File: src/shared/stdb_regs.vh
// register map, field positions and counts for the standby controller
`ifndef STDB_REGS_VH
`define STDB_REGS_VH

// ----------------------------------------------------------------------------
// register byte offsets
// ----------------------------------------------------------------------------
`define STDB_OFS_CTRL      4'h0
`define STDB_OFS_STATUS    4'h4
`define STDB_OFS_PLATCH    4'h8
`define STDB_OFS_PDIR      4'hc

// ----------------------------------------------------------------------------
// control register fields and reset value
// ----------------------------------------------------------------------------
`define STDB_CTRL_STBY_SEL   0
`define STDB_CTRL_OUT_DIS    1
`define STDB_CTRL_WAIT_STOP  2
`define STDB_CTRL_MAIN_EXT   3
`define STDB_CTRL_SUB_EXT    4
`define STDB_CTRL_PORT_XC    5
`define STDB_CTRL_SUB_SYS    6
`define STDB_CTRL_WDT_FSEL   7
`define STDB_CTRL_EXPAND     8
`define STDB_CTRL_W          9
`define STDB_CTRL_RST        9'h000

// ----------------------------------------------------------------------------
// counts
// ----------------------------------------------------------------------------
`define STDB_WDT_W           12
`define STDB_WDT_LOAD        12'hfff
`define STDB_EXT_DIV2_CNT    3'h7
`define STDB_DIV_W           9

`endif

File: src/verilog/stdb_div.v
// binary prescaler giving one-cycle ticks at divide-by-2^(k+1)
`timescale 1ns/1ps
`default_nettype none
module stdb_div #(
  parameter W = 9
) (
  input  wire         i_ref_clk,
  input  wire         i_rst,
  input  wire         i_tick,
  output wire [W-1:0] o_div_tick
);
  reg [W-1:0] cnt_q;

  always @(posedge i_ref_clk or posedge i_rst) begin
    if (i_rst) begin
      cnt_q <= {W{1'b0}};
    end else if (i_tick) begin
      cnt_q <= cnt_q + {{(W-1){1'b0}}, 1'b1};
    end
  end

  // tick k marks the input tick that completes a divide-by-2^(k+1) period
  genvar k;
  generate
    for (k = 0; k < W; k = k + 1) begin : g_tick
      assign o_div_tick[k] = i_tick & (&cnt_q[k:0]);
    end
  endgenerate
endmodule // stdb_div
`default_nettype wire

File: src/verilog/stdb_wdt.v
// 12-bit watchdog down counter with all-ones preload
`timescale 1ns/1ps
`default_nettype none
module stdb_wdt #(
  parameter W = 12
) (
  input  wire         i_ref_clk,
  input  wire         i_rst,
  input  wire         i_load,
  input  wire         i_tick,
  output wire [W-1:0] o_count,
  output wire         o_msb
);
  reg [W-1:0] cnt_q;

  always @(posedge i_ref_clk or posedge i_rst) begin
    if (i_rst) begin
      cnt_q <= {W{1'b1}};
    end else if (i_load) begin
      cnt_q <= {W{1'b1}};
    end else if (i_tick) begin
      cnt_q <= cnt_q - {{(W-1){1'b0}}, 1'b1};
    end
  end

  assign o_count = cnt_q;
  assign o_msb   = cnt_q[W-1];
endmodule // stdb_wdt
`default_nettype wire

File: src/verilog/stdb_standby.v
// standby controller: wait/stop clock gating, pin retention, register slave
//
// Added by the designer: the register offsets and the Avalon-MM interface to the registers.
`timescale 1ns/1ps
`default_nettype none
`include "stdb_regs.vh"
module stdb_standby #(
  parameter PW = 32
) (
  input  wire          i_ref_clk,
  input  wire          i_rst,
  // avalon-mm slave
  input  wire [3:0]    i_address,
  input  wire          i_read,
  input  wire          i_write,
  input  wire [31:0]   i_writedata,
  input  wire [3:0]    i_byteenable,
  output reg  [31:0]   o_readdata,
  output wire          o_waitrequest,
  // cpu core side
  input  wire          i_wait_instruction,
  input  wire          i_stop_instruction,
  input  wire          i_irq_accept,
  input  wire          i_bus_busy,
  input  wire          i_enable_strobe_n,
  input  wire [PW-1:0] i_port_out,
  input  wire [PW-1:0] i_port_oe,
  // sub clock pin
  input  wire          i_sub_clk,
  // clock tree and pins
  output wire          o_cpu_clk_en,
  output wire          o_sys_clk_en,
  output wire          o_div_clk_en,
  output wire          o_main_osc_en,
  output wire          o_sub_osc_en,
  output wire          o_subclock_div32_tick,
  output wire          o_wdt_tick,
  output wire [11:0]   o_wdt_count,
  output reg           o_clk_out,
  output reg           o_enable_strobe_n,
  output reg  [PW-1:0] o_port_pins,
  output reg  [PW-1:0] o_port_pins_oe,
  output wire          o_standby
);

  // --------------------------------------------------------------------------
  // states
  // --------------------------------------------------------------------------
  localparam [2:0] ST_RUN   = 3'h0;
  localparam [2:0] ST_WDRN  = 3'h1;
  localparam [2:0] ST_WAIT  = 3'h2;
  localparam [2:0] ST_SDRN  = 3'h3;
  localparam [2:0] ST_STOP  = 3'h4;
  localparam [2:0] ST_STAB  = 3'h5;
  localparam [2:0] ST_EXT   = 3'h6;

  reg  [2:0]                 state_q;
  reg  [2:0]                 state_d;
  reg  [`STDB_CTRL_W-1:0]    ctrl_q;
  reg  [PW-1:0]              latch_q;
  reg  [PW-1:0]              dir_q;
  reg                        force_q;
  reg                        wdt_load;
  reg  [2:0]                 ext_cnt_q;
  reg                        ack_q;
  reg                        sub_s1_q;
  reg                        sub_s2_q;
  reg                        sub_s3_q;

  wire [`STDB_DIV_W-1:0]     mdiv;
  wire [`STDB_DIV_W-1:0]     sdiv;
  wire [`STDB_WDT_W-1:0]     wdt_cnt;
  wire                       wdt_msb;

  wire stby_sel  = ctrl_q[`STDB_CTRL_STBY_SEL];
  wire out_dis   = ctrl_q[`STDB_CTRL_OUT_DIS];
  wire wait_stop = ctrl_q[`STDB_CTRL_WAIT_STOP];
  wire main_ext  = ctrl_q[`STDB_CTRL_MAIN_EXT];
  wire sub_ext   = ctrl_q[`STDB_CTRL_SUB_EXT];
  wire port_xc   = ctrl_q[`STDB_CTRL_PORT_XC];
  wire sub_sys   = ctrl_q[`STDB_CTRL_SUB_SYS];
  wire wdt_fsel  = ctrl_q[`STDB_CTRL_WDT_FSEL];
  wire expand    = ctrl_q[`STDB_CTRL_EXPAND];
  wire sel_ext   = sub_sys ? sub_ext : main_ext;

  // --------------------------------------------------------------------------
  // sub clock pin synchroniser and edge tick
  // --------------------------------------------------------------------------
  always @(posedge i_ref_clk or posedge i_rst) begin
    if (i_rst) begin
      sub_s1_q <= 1'b0;
      sub_s2_q <= 1'b0;
      sub_s3_q <= 1'b0;
    end else begin
      sub_s1_q <= i_sub_clk;
      sub_s2_q <= sub_s1_q;
      sub_s3_q <= sub_s2_q;
    end
  end

  wire sub_tick = sub_s2_q & ~sub_s3_q & port_xc;

  // --------------------------------------------------------------------------
  // clock gating
  // --------------------------------------------------------------------------
  wire in_stop  = (state_q == ST_STOP);
  wire sys_halt = in_stop | ((state_q == ST_WAIT) & wait_stop);
  wire cpu_run  = (state_q == ST_RUN) | (state_q == ST_WDRN) |
                  (state_q == ST_SDRN);

  assign o_cpu_clk_en  = cpu_run;
  assign o_sys_clk_en  = ~sys_halt;
  assign o_div_clk_en  = ~sys_halt;
  // oscillators run except in stop (sub only once port-xc is set); an external input keeps its circuit off
  assign o_main_osc_en = ~in_stop & ~main_ext;
  assign o_sub_osc_en  = ~in_stop & port_xc & ~sub_ext;
  assign o_standby     = ~cpu_run;

  wire sys_tick = (sub_sys ? sub_tick : 1'b1) & ~sys_halt;

  stdb_div #(
    .W (`STDB_DIV_W)
  ) u_sys_div (
    .i_ref_clk  (i_ref_clk),
    .i_rst      (i_rst),
    .i_tick     (sys_tick),
    .o_div_tick (mdiv)
  );

  // separate prescaler so the clock timer tick survives a system clock halt in wait, though not in stop
  stdb_div #(
    .W (`STDB_DIV_W)
  ) u_sub_div (
    .i_ref_clk  (i_ref_clk),
    .i_rst      (i_rst),
    .i_tick     (sub_tick & ~in_stop),
    .o_div_tick (sdiv)
  );

  assign o_subclock_div32_tick = sdiv[4];

  // --------------------------------------------------------------------------
  // watchdog source select and counter
  // --------------------------------------------------------------------------
  wire forced_src = sub_sys ? mdiv[2] : mdiv[4];
  wire normal_src = wdt_fsel ? mdiv[8] : mdiv[4];
  assign o_wdt_tick = force_q ? forced_src : normal_src;

  stdb_wdt #(
    .W (`STDB_WDT_W)
  ) u_wdt (
    .i_ref_clk (i_ref_clk),
    .i_rst     (i_rst),
    .i_load    (wdt_load),
    .i_tick    (o_wdt_tick),
    .o_count   (wdt_cnt),
    .o_msb     (wdt_msb)
  );

  assign o_wdt_count = wdt_cnt;

  // --------------------------------------------------------------------------
  // standby sequencer
  // --------------------------------------------------------------------------
  always @* begin
    state_d  = state_q;
    wdt_load = 1'b0;
    case (state_q)
      ST_RUN: begin
        // one-cycle requests from the core
        if (i_stop_instruction) begin
          state_d = ST_SDRN;
        end else if (i_wait_instruction) begin
          state_d = ST_WDRN;
        end
      end
      ST_WDRN: begin
        if (!i_bus_busy) begin
          state_d = ST_WAIT;
        end
      end
      ST_SDRN: begin
        if (!i_bus_busy) begin
          state_d  = ST_STOP;
          wdt_load = 1'b1;
        end
      end
      ST_WAIT: begin
        if (i_irq_accept) begin
          state_d = ST_RUN;
        end
      end
      ST_STOP: begin
        if (i_irq_accept) begin
          state_d = sel_ext ? ST_EXT : ST_STAB;
        end
      end
      ST_STAB: begin
        if (!wdt_msb) begin
          state_d = ST_RUN;
        end
      end
      ST_EXT: begin
        if (mdiv[0] && ext_cnt_q == `STDB_EXT_DIV2_CNT - 3'h1) begin
          state_d = ST_RUN;
        end
      end
      default: begin
        state_d = ST_RUN;
      end
    endcase
  end

  // reset leaves stop with the cpu clock live at once: the reset driver
  // must hold reset until the oscillator has settled
  always @(posedge i_ref_clk or posedge i_rst) begin
    if (i_rst) begin
      state_q <= ST_RUN;
    end else begin
      state_q <= state_d;
    end
  end

  // seventh div2 clock after restart ends the external-input wait
  always @(posedge i_ref_clk or posedge i_rst) begin
    if (i_rst) begin
      ext_cnt_q <= 3'h0;
    end else if (state_q != ST_EXT) begin
      ext_cnt_q <= 3'h0;
    end else if (mdiv[0]) begin
      ext_cnt_q <= ext_cnt_q + 3'h1;
    end
  end

  // forced source: set at stop entry, dropped once msb falls
  always @(posedge i_ref_clk or posedge i_rst) begin
    if (i_rst) begin
      force_q <= 1'b0;
    end else if (wdt_load) begin
      force_q <= 1'b1;
    end else if (!wdt_msb) begin
      force_q <= 1'b0;
    end
  end

  // --------------------------------------------------------------------------
  // clock output pin
  // --------------------------------------------------------------------------
  always @(posedge i_ref_clk or posedge i_rst) begin
    if (i_rst) begin
      o_clk_out <= 1'b0;
    end else if (sys_halt) begin
      o_clk_out <= 1'b0;
    end else if (sys_tick) begin
      o_clk_out <= ~o_clk_out;
    end
  end

  // --------------------------------------------------------------------------
  // bus and port pins in standby
  // --------------------------------------------------------------------------
  // latch output only works in expansion modes with every direction bit set
  wire drive_latch = stby_sel & expand & (&dir_q);
  wire live        = cpu_run;

  always @(posedge i_ref_clk or posedge i_rst) begin
    if (i_rst) begin
      o_port_pins       <= {PW{1'b0}};
      o_port_pins_oe    <= {PW{1'b0}};
      o_enable_strobe_n <= 1'b1;
    end else if (live && state_d == state_q) begin
      o_port_pins       <= i_port_out;
      o_port_pins_oe    <= i_port_oe;
      o_enable_strobe_n <= i_enable_strobe_n;
    end else if (live) begin
      // cycle the request is taken and last cycle before the cpu clock stops: strobe high
      o_port_pins       <= i_port_out;
      o_port_pins_oe    <= i_port_oe;
      o_enable_strobe_n <= 1'b1;
    end else begin
      if (drive_latch) begin
        o_port_pins    <= latch_q;
        o_port_pins_oe <= {PW{1'b1}};
      end
      o_enable_strobe_n <= ~(stby_sel & out_dis);
    end
  end

  // --------------------------------------------------------------------------
  // register slave: one wait cycle per access
  // --------------------------------------------------------------------------
  wire req = i_read | i_write;
  assign o_waitrequest = req & ~ack_q;

  function [31:0] merge;
    input [31:0] old;
    input [31:0] wd;
    input [3:0]  be;
    integer b;
    begin
      merge = old;
      for (b = 0; b < 4; b = b + 1) begin
        if (be[b]) begin
          merge[b*8 +: 8] = wd[b*8 +: 8];
        end
      end
    end
  endfunction

  wire [31:0] ctrl_w = merge({{(32-`STDB_CTRL_W){1'b0}}, ctrl_q},
                             i_writedata, i_byteenable);
  wire        wr_en  = i_write & ack_q;

  always @(posedge i_ref_clk or posedge i_rst) begin
    if (i_rst) begin
      ack_q      <= 1'b0;
      o_readdata <= 32'h0000_0000;
    end else begin
      ack_q <= req & ~ack_q;
      if (i_read && !ack_q) begin
        case (i_address)
          `STDB_OFS_CTRL:   o_readdata <= {23'h000000, ctrl_q};
          `STDB_OFS_STATUS: o_readdata <= {4'h0, wdt_cnt, 11'h000,
                                           force_q, o_standby, state_q};
          `STDB_OFS_PLATCH: o_readdata <= latch_q;
          `STDB_OFS_PDIR:   o_readdata <= dir_q;
          default:          o_readdata <= 32'h0000_0000;
        endcase
      end
    end
  end

  always @(posedge i_ref_clk or posedge i_rst) begin
    if (i_rst) begin
      ctrl_q  <= `STDB_CTRL_RST;
      latch_q <= {PW{1'b0}};
      dir_q   <= {PW{1'b0}};
    end else if (wr_en) begin
      case (i_address)
        `STDB_OFS_CTRL: begin
          ctrl_q <= ctrl_w[`STDB_CTRL_W-1:0];
          // port-xc bit is cleared only by reset
          ctrl_q[`STDB_CTRL_PORT_XC] <= ctrl_w[`STDB_CTRL_PORT_XC] | port_xc;
        end
        `STDB_OFS_PLATCH: latch_q <= merge(latch_q, i_writedata,
                                           i_byteenable);
        `STDB_OFS_PDIR:   dir_q   <= merge(dir_q, i_writedata,
                                           i_byteenable);
        default: begin
        end
      endcase
    end
  end

endmodule // stdb_standby
`default_nettype wire

File: config.mk
export PLATFORM = sky130hd
export DESIGN_NAME = stdb_standby
export DESIGN_NICKNAME = d
export VERILOG_FILES = /design/src/verilog/stdb_div.v /design/src/verilog/stdb_wdt.v /design/src/verilog/stdb_standby.v
export VERILOG_INCLUDE_DIRS = /design/src /design/src/shared
export SDC_FILE = /design/constraint.sdc
export NUM_CORES = 1
export LEC_CHECK = 0
export BUFFER_PORTS_ARGS = -buffer_cell sky130_fd_sc_hd__clkbuf_2
export CAP_MARGIN = 20
export CORE_MARGIN = 2
export CORE_UTILIZATION = 45
export DETAILED_ROUTE_END_ITERATION = 8
export MAX_ROUTING_LAYER = met4
export PLACE_DENSITY = 0.7
export SYNTH_ARGS = -nofsm -noshare
export SYNTH_HDL_FRONTEND = slang
export SYNTH_SLANG_ARGS = --single-unit
File: constraint.sdc
create_clock -name i_ref_clk -period 8.8 [get_ports i_ref_clk]
set_input_delay 0.88 -clock i_ref_clk [delete_from_list [all_inputs] [get_ports i_ref_clk]]
set_output_delay 0.88 -clock i_ref_clk [all_outputs]
set_load 0.03 [all_outputs]
* Yosys cells after proc, flatten, opt, wreduce, memory -nomap -nowiden
Cells that the tools add are included.
Widths: inputs -> output; s select.
** Storage, ports and cells
- Bits in registers :: 212
- Logic and storage cells :: 136
- Bits of input ports :: 114
** Operators by class
- Mux-type cells :: 35
- Bitwise logic cells :: 32
- $add $sub $neg :: 4
- Reductions and logical operators :: 26
- Equality and inequality tests :: 13
** Operators with widths (count)
- $mux 32 :: 6
- $pmux 32 s4 :: 1
- $reduce_and 3->1 :: 11
- $reduce_and 32->1 :: 1
- $mux 3 :: 10
- $mux 12 :: 2
- $pmux 3 s7 :: 1
- $add 9x1->9 const B :: 2
- $and 1x1->1 :: 18
- $mux 1 :: 13
- $eq 3x3->1 const B :: 4
- $sub 12x1->12 const B :: 1
- $reduce_and 5->1 :: 2
- $not 1->1 :: 9
- $reduce_and 9->1 :: 1
- $eq 4x4->1 const B :: 2
- $eq 3x2->1 const B :: 2
- $mux 6 :: 1
- $reduce_bool 2->1 :: 3
- $or 1x1->1 :: 5
- $eq 4x3->1 const B :: 1
- $logic_not 4->1 :: 1
- $add 3x1->3 const B :: 1
- $eq 3x1->1 const B :: 1
- 9 further kinds :: 11

* Logic depth before layout (Yosys ltp)
Gate-level depths: netlist (run 1).
- Word-level depth :: 12
- Gate-level depth with buffers :: 9

* Cells and area by module
Synthesis (run 1) repeated with hierarchy kept, for this count alone.
** Second synthesis, totals
- Cell total of the unflattened synthesis :: 897
- Area total of the unflattened synthesis :: 9854.5 sq um
** Modules (own cells, without submodules)
- stdb_standby :: cells each 746, instances 1, area each 8150.3 sq um, sequential area each 4555.6 sq um
- stdb_div :: cells each 46, instances 2, area each 519.2 sq um, sequential area each 225.2 sq um
- stdb_wdt :: cells each 59, instances 1, area each 665.6 sq um, sequential area each 315.3 sq um

* Least setup slack after synthesis (run 1)
OpenSTA, ideal clock, no wires.
- Path kind :: flip-flop to output port
- Start :: register u_sys_div.cnt_q[3]
- End :: output port o_wdt_tick
- Slack :: 6.199 ns
- Cell stages (with the launch flop) :: 9
- Required time :: 7.920 ns
- Buffers on the path :: 1
- Arrival :: 1.721 ns
- Path through :: dfrtp_1 -> and3_1 -> nand2_1 -> nor2_1 -> ha_1 -> nor3b_1 -> a211o_1 -> buf_2 -> nor2_1
** On the way
- Word-level cells in the longest chain between the ends :: 4
- Elaborated cells on any way between the ends :: 7
- Classes of those cells :: mux: 3; bitwise: 2; reduce/logical: 2
** RTL lines
- start, declared :: line stdb_div.v:12 : reg [W-1:0] cnt_q;
- start signal, assigned :: line stdb_div.v:16 : cnt_q <= {W{1'b0}};
- start signal, assigned :: line stdb_div.v:18 : cnt_q <= cnt_q + {{(W-1){1'b0}}, 1'b1};
- $reduce_and 9->1 / $reduce_and 5->1 (equally long branches) :: line stdb_div.v:26 : assign o_div_tick[k] = i_tick & (&cnt_q[k:0]);
- $and 1x1->1 :: line stdb_div.v:26
- $mux 1, on equally long branches :: line stdb_standby.v:146, stdb_standby.v:145
- $mux 1 * :: line stdb_standby.v:147 : assign o_wdt_tick = force_q ? forced_src : normal_src;
- end, declared :: line stdb_standby.v:37 : output wire o_wdt_tick,
Every way passes the cells marked *; elsewhere a longest branch is shown, timed or not.

* Worst setup path in the final report (run 1)
- Start :: register u_sys_div.cnt_q[0]
- End :: output port o_wdt_tick
** On the way
- Word-level cells in the longest chain between the ends :: 4
- Elaborated cells on any way between the ends :: 9
- Classes of those cells :: mux: 3; bitwise: 3; reduce/logical: 3
** RTL lines (line)
- $reduce_and 9->1, or another cell as far along :: stdb_div.v:26
- $and 1x1->1 :: stdb_div.v:26
- $mux 1, on equally long branches :: stdb_standby.v:146, stdb_standby.v:145
- $mux 1 * :: stdb_standby.v:147
Marks and branches as above.

==> metrics.cfg, run 1 <==
[drt]
drt_pre_antenna_iters = 5
vias_per_cell = 5.674
drc = 0
wl_per_cell_um = 19.50
ant_nets = 0
drt-initial-drc-count = 541
met1_length_um = 12110
met2_length_um = 12580
vias = 7898
topRoutingLayerUsed = met4
wl_met3_um = 1955
wirelength_um = 27140

[sta]
rsz0062_at_grt = no
worst_slew_pin_slew_ns = 0.9874
tns_ns = 0
max_slew_margin = 0.3417
fin_crit_sh = 0.3907
fmax_mhz = 290.9
min_period_ns = 3.438
drv_slew = 0
setup_viol = 0
hold_violations = 0
skew_ns = 0.01281

[floorplan]
num_rows = 53
start_util = 0.4589
dieHeight_um = 150.6
io_pins = 233
coreArea_sq_um = 21090
die_x_um = 150.6
die_area_sq_um = 22690

[cts]
post_cts_buffers = 0
clock-sinks = 208
cts_buffer_depth = 3
cts.htree.levels = 1
postCtsHoldBufs = 0
cts-root-buf = clkbuf_16
cts_tree = yes
worstSkewPairLatency_ns = 0.51
cts.clk_slew.worst_paths_ns = 0.06
numCtsBuffers = 23
cts-resized-gates = 0

[layout]
final_area_sq_um = 11810
fin_util = 0.5602
layout_common_cells = clkbuf_2 (232), dfrtp_1 (195), nor2_1 (115), mux2_2 (74)
layout_commonest_cell = clkbuf_2
drive_gt1_frac = 0.3799
nNetsFinal = 1223
area_delta_synth_final_pct = 22.07

[logic_synthesis]
ys_seq_area_frac = 0.5396
yosys-mux-area-fraction = 0.09335
ys_warn_count = 0
syn_inst = 891
synth_nets = 1014
ys.flop_type = dfrtp_1
synth.avg_cell_area_sq_um = 10.86
synthesis.area_sq_um = 9677
async_reset_ff_frac = 1.000
synth_top_family_by_area = compound AO/OA/AOI/OAI gates
synth_edf_count = 0
yosys.area_share.simple = 0.1518
synthDistinctLibCells = 62
synth_xor_area_frac = 0.009051
synth_fa_ha_area_frac = 0.01164
synth_compound_area_frac = 0.1592
synth_seq_cells = 208

[min_path]
hp-class = reg2reg
min-delay-start = sub_s1_q

[worst_setup_path]
cp.arrival_ns = 2.56
cp-start-kind = flop
critPathRequiredTime_ns = 7.92
cp_max_fo = 10
end_kind = output pin
path_class = reg2out
crit_start = u_sys_div.cnt_q[0]
r2r_start = ctrl_q[0]

[power_and_ir_drop]
power_switching_mw = 1.431
clkPwrFrac = 0.254
swShare = 0.3966
powerDensity_nw_per_um2 = 305.5
seqPwrFrac = 0.401
finalPower_mw = 3.609
p_int_mw = 2.177
p_comb_frac = 0.345
p_leak_nw = 5.382
irDropWorstVdd_uv = 150.7

[global_routing]
grt_use_total = 0.2390
grt_pass1_vias = 7490
grt_overflow = 0
grt_pass1_wl_um = 41370
grt_max_degree = 85
antenna_found_initial = 1

[placed_design]
place.gp.congestion = 0.8477
io_buffers = 232
dpl_cell_area_sq_um = 11070
detailed_place_hpwl_um = 19190

[run]
drv_cap = 0

[status]
outcome = complete, no violations

cell families after synthesis:
logic type | Yosys count
AOI/OAI and AO/OA | 214
xor gates and xnor gates | 10
adders and majority gates | 9
buffers and inverters | 76
DFF | 208
muxes | 81
and+or+nand+nor | 293
final cells by class:
type                    instances  area [sq um]
diodes                          1         2.502
clock buffers                  36         664.4
clock inverters                 5         52.55
fillers                      1882          9275
inverters                      10         45.04
multi-input cells             607          4154
flip-flops and latches        208          5221
well taps                     275         344.1
repair buffers                250          1329
cells in the mapped netlist, types with 5 or more instances:
master    number  area, sq um
xnor2_1        7        61.31
dfrtp_1      195         4880
ha_1           9        112.6
and2_1         5        31.28
nor3_1         7        35.03
a221oi_1       5        43.79
nand2_1       53        198.9
a31oi_1       36        225.2
o21ai_1       30        150.1
dfstp_2       13        341.6
a22oi_1       11        82.58
nand3_1       14        70.07
o21ai_0        9        45.04
inv_1          8        30.03
nor2_1       116        435.4
nand4_1       46        287.8
nor2_2         8        50.05
mux2_2        74        833.3
mux2i_1        7        70.07
o31ai_2       30        375.4
and3_1         5        31.28
a22o_1        21        183.9
buf_2         16        80.08
clkbuf_1      43        161.4
a21oi_1       53        265.3
power groups by stage:
stage / Clock [mW] / Combinational, mW / Sequential (mW)
after global placement: 0 / 1.23 / 1.45
after CTS: 0.935 / 1.25 / 1.45
after detailed placement: 0 / 1.25 / 1.46
final: 0.917 / 1.25 / 1.45
after floorplan: 0 / 0.594 / 1.73
after global routing: 0.976 / 1.36 / 1.48
per-layer routing:
metal,vias to the layer above,track usage
li1,3684,-
met1,3867,0.3414
met2,315,0.3602
met3,32,0.03788
met4,0,0.05794
met5,-,-
path summary, 6_finish.rpt:
| check | end | slack (ns) | cells past startpoint |
|---|---|---|---|
| max | o_wdt_tick | 5.36 | 8 |
| min in group asynchronous | o_port_pins_oe[18] | 0.46 | 2 |
| max reg2reg | o_port_pins[31] | 6.28 | 4 |
| min reg2reg | sub_s2_q | 0.35 | 0 |
| max in group asynchronous | dir_q[18] | 6.49 | 5 |
| min | sub_s2_q | 0.35 | 0 |
registers in the layout, summed over array words and instances (netlist names), 3 cells and up:
name	flops
ctrl_q	9
dir_q	32
ext_cnt_q	3
latch_q	32
o_port_pins	32
o_port_pins_oe	32
o_readdata	32
state_q	3
u_sub_div.cnt_q	5
u_sys_div.cnt_q	9
u_wdt.o_count	12
worst max-delay path, stage by stage (launching register included):
cell and delay (ns):
dfrtp_1 0.48, ha_1 0.29, nand3_1 0.09, nor2_1 0.05, ha_1 0.18, nor3b_1 0.31
a211o_1 0.31, nor2_1 0.13, clkbuf_2 0.22
per-stage QoR:
| step | hold WS [ns] | std cells | setup WS, ns |
|---|---|---|---|
| after CTS | 0.3477 | 1390 | 5.398 |
| after detailed placement | 0.3347 | 1349 | 5.730 |
| final | 0.3464 | 1392 | 5.362 |
| after global placement | 0.3338 | 1348 | 5.761 |
| after global routing | 0.3481 | 1392 | 5.200 |
| after floorplan | 0.3312 | 891 | 2.261 |
Note: power is estimated with default switching activity, not from simulation.
==> run 2, diff against run 1 <==
Clock period 8.8 ns to 3.47 ns, I/O delays scaled along.
==> metrics.cfg, run 2 (same netlist as run 1, synthesis figures left out) <==
[layout]
nFillCells = 1894  ; +0.64%
drive_gt1_frac = 0.3850  ; +0.005031
area_delta_synth_final_pct = 22.96
layout_commonest_cell = clkbuf_2
layout_common_cells = clkbuf_2 (232), dfrtp_1 (195), nor2_1 (115), mux2_2 (74)
fin_util = 0.5643  ; +0.004094
nNetsFinal = 1225  ; +0.16%
layoutNonFillerInstCount = 1393  ; +0.072%
final_area_sq_um = 11900  ; +0.73%

[power_and_ir_drop]
irDropWorstVdd_uv = 403.8  ; +170%
finalPower_mw = 9.353  ; +160%
powerDensity_nw_per_um2 = 786.0  ; +160%
p_leak_nw = 5.425  ; +0.80%

[worst_setup_path]
crit_buf_inv = 1  ; unchanged
cp_cell_sequence = ha_1 > nand3_1 > nor2_1 > ha_1 > nor3b_1 > a211o_1 > nor2_1 > clkbuf_2
cp_max_fo = 10  ; unchanged
end_kind = output pin
critPathRequiredTime_ns = 3.12  ; -4.80 ns
cp_slowest_cell = dfrtp_1
max_stage_delay_ns = 0.48  ; about the same
cp.arrival_ns = 2.54  ; -0.02 ns
cp-start-kind = flop
cpLargestDelayFamily = simple AND/OR/NAND/NOR gates
path_class = reg2out

[floorplan]
start_util = 0.4589  ; unchanged
io_pins = 233  ; unchanged
coreArea_sq_um = 21090  ; unchanged
die_x_um = 150.6  ; unchanged
die_area_sq_um = 22690  ; unchanged
dieHeight_um = 150.6  ; unchanged
num_rows = 53  ; unchanged

[sta]
worst_slew_pin_slew_ns = 0.9526  ; -0.03481 ns
setup_viol = 0  ; unchanged
hold_violations = 0  ; unchanged
tns_ns = 0  ; unchanged
min_period_ns = 2.892
rsz0062_at_grt = no
fmax_mhz = 345.8
skew_ns = 0.01316  ; +0.0003515 ns
fin_crit_sh = 0.8333
max_slew_margin = 0.3649  ; +0.02321
setup_slack_ns = 0.5783  ; -4.784 ns
drv_slew = 0  ; unchanged
hold_ws_ns = 0.08726  ; -0.2592 ns

[placed_design]
detailed_place_hpwl_um = 19140  ; -0.26%
dpl_cell_area_sq_um = 11100  ; +0.20%
dp_slack_ns = 1.109  ; -4.621 ns
io_buffers = 232  ; unchanged
placedCellCount = 1350  ; +0.074%
place.gp.congestion = 0.8153  ; -3.8%

[cts]
clock-sinks = 208  ; unchanged
cts-resized-gates = 0  ; unchanged
cts.htree.levels = 1  ; unchanged
postCtsHoldBufs = 2  ; +2
cts_tree = yes
cts.clk_slew.worst_paths_ns = 0.07  ; about the same
post_cts_buffers = 0  ; unchanged
worstSkewPairLatency_ns = 0.50  ; about the same
numCtsBuffers = 23  ; unchanged
cts_buffer_depth = 3  ; unchanged
cts-root-buf = clkbuf_16

[global_routing]
grt_pass1_wl_um = 41870  ; +1.2%
grt_max_degree = 123  ; +45%
grt_overflow = 0  ; unchanged
antenna_found_initial = 1  ; unchanged
grt_use_total = 0.2421  ; +0.003105
grt_pass1_vias = 7584  ; +1.3%

[drt]
drt_pre_antenna_iters = 5  ; unchanged
wl_per_cell_um = 19.38  ; -0.61%
ant_nets = 0  ; unchanged
drc = 0  ; unchanged
vias_per_cell = 5.637  ; -0.65%
drt-initial-drc-count = 588  ; +8.7%
vias = 7852  ; -0.58%
wirelength_um = 27000  ; -0.53%

[status]
outcome = complete, no violations

[min_path]
hp-class = in2reg

[run]
drv_cap = 0  ; unchanged

[run 2: cell types whose count changed in the layout (fill, tap and decap cells not counted), sizes merged]
cell         delta
inv             -1
bufinv          +1
clkbuf          -2
clkinv          +1
dlygate4sd3     +2
[run 2: area by class of cell]
type                    instances  area (sq um)  share of cell area
well taps                     275         344.1             0.02892
multi-input cells             607          4155              0.3492
inverters                      10         41.29            0.003470
flip-flops and latches        208          5221              0.4388
repair buffers                252          1354              0.1138
diodes                          1         2.502           0.0002103
clock buffers                  34         696.9             0.05857
clock inverters                 6         83.83            0.007045
[run 2: path summary, 6_finish.rpt]
path                                          from               to  slack, ns  cells past startpoint
worst min register to register            sub_s1_q         sub_s2_q       0.36                      0
worst max register to register           ctrl_q[0]  o_port_pins[24]       1.11                      4
min in group asynchronous                    i_rst   o_readdata[29]       0.30                      3
max in group asynchronous                    i_rst    o_readdata[0]       2.31                      4
worst max-delay path            u_sys_div.cnt_q[0]       o_wdt_tick       0.58                      8
worst min-delay path                i_writedata[5]        ctrl_q[5]       0.09                      2
[run 2: power breakdown]
part	leakage [nW]	internal, mW	switching (mW)
registers	2.61	3.10	0.577
clock network	0.389	1.53	0.966
logic	2.43	1.06	2.12
total	5.43	5.69	3.66
[run 2: routing by layer]
| metal | vias to the layer above | wire length [um] | global-route usage |
|---|---|---|---|
| met3 | 35 | 1828 | 0.04455 |
| met2 | 242 | 12560 | 0.3727 |
| met1 | 3881 | 12150 | 0.3387 |
| li1 | 3694 | - | - |
| met4 | 0 | 462 | 0.05000 |
| met5 | - | 0 | - |
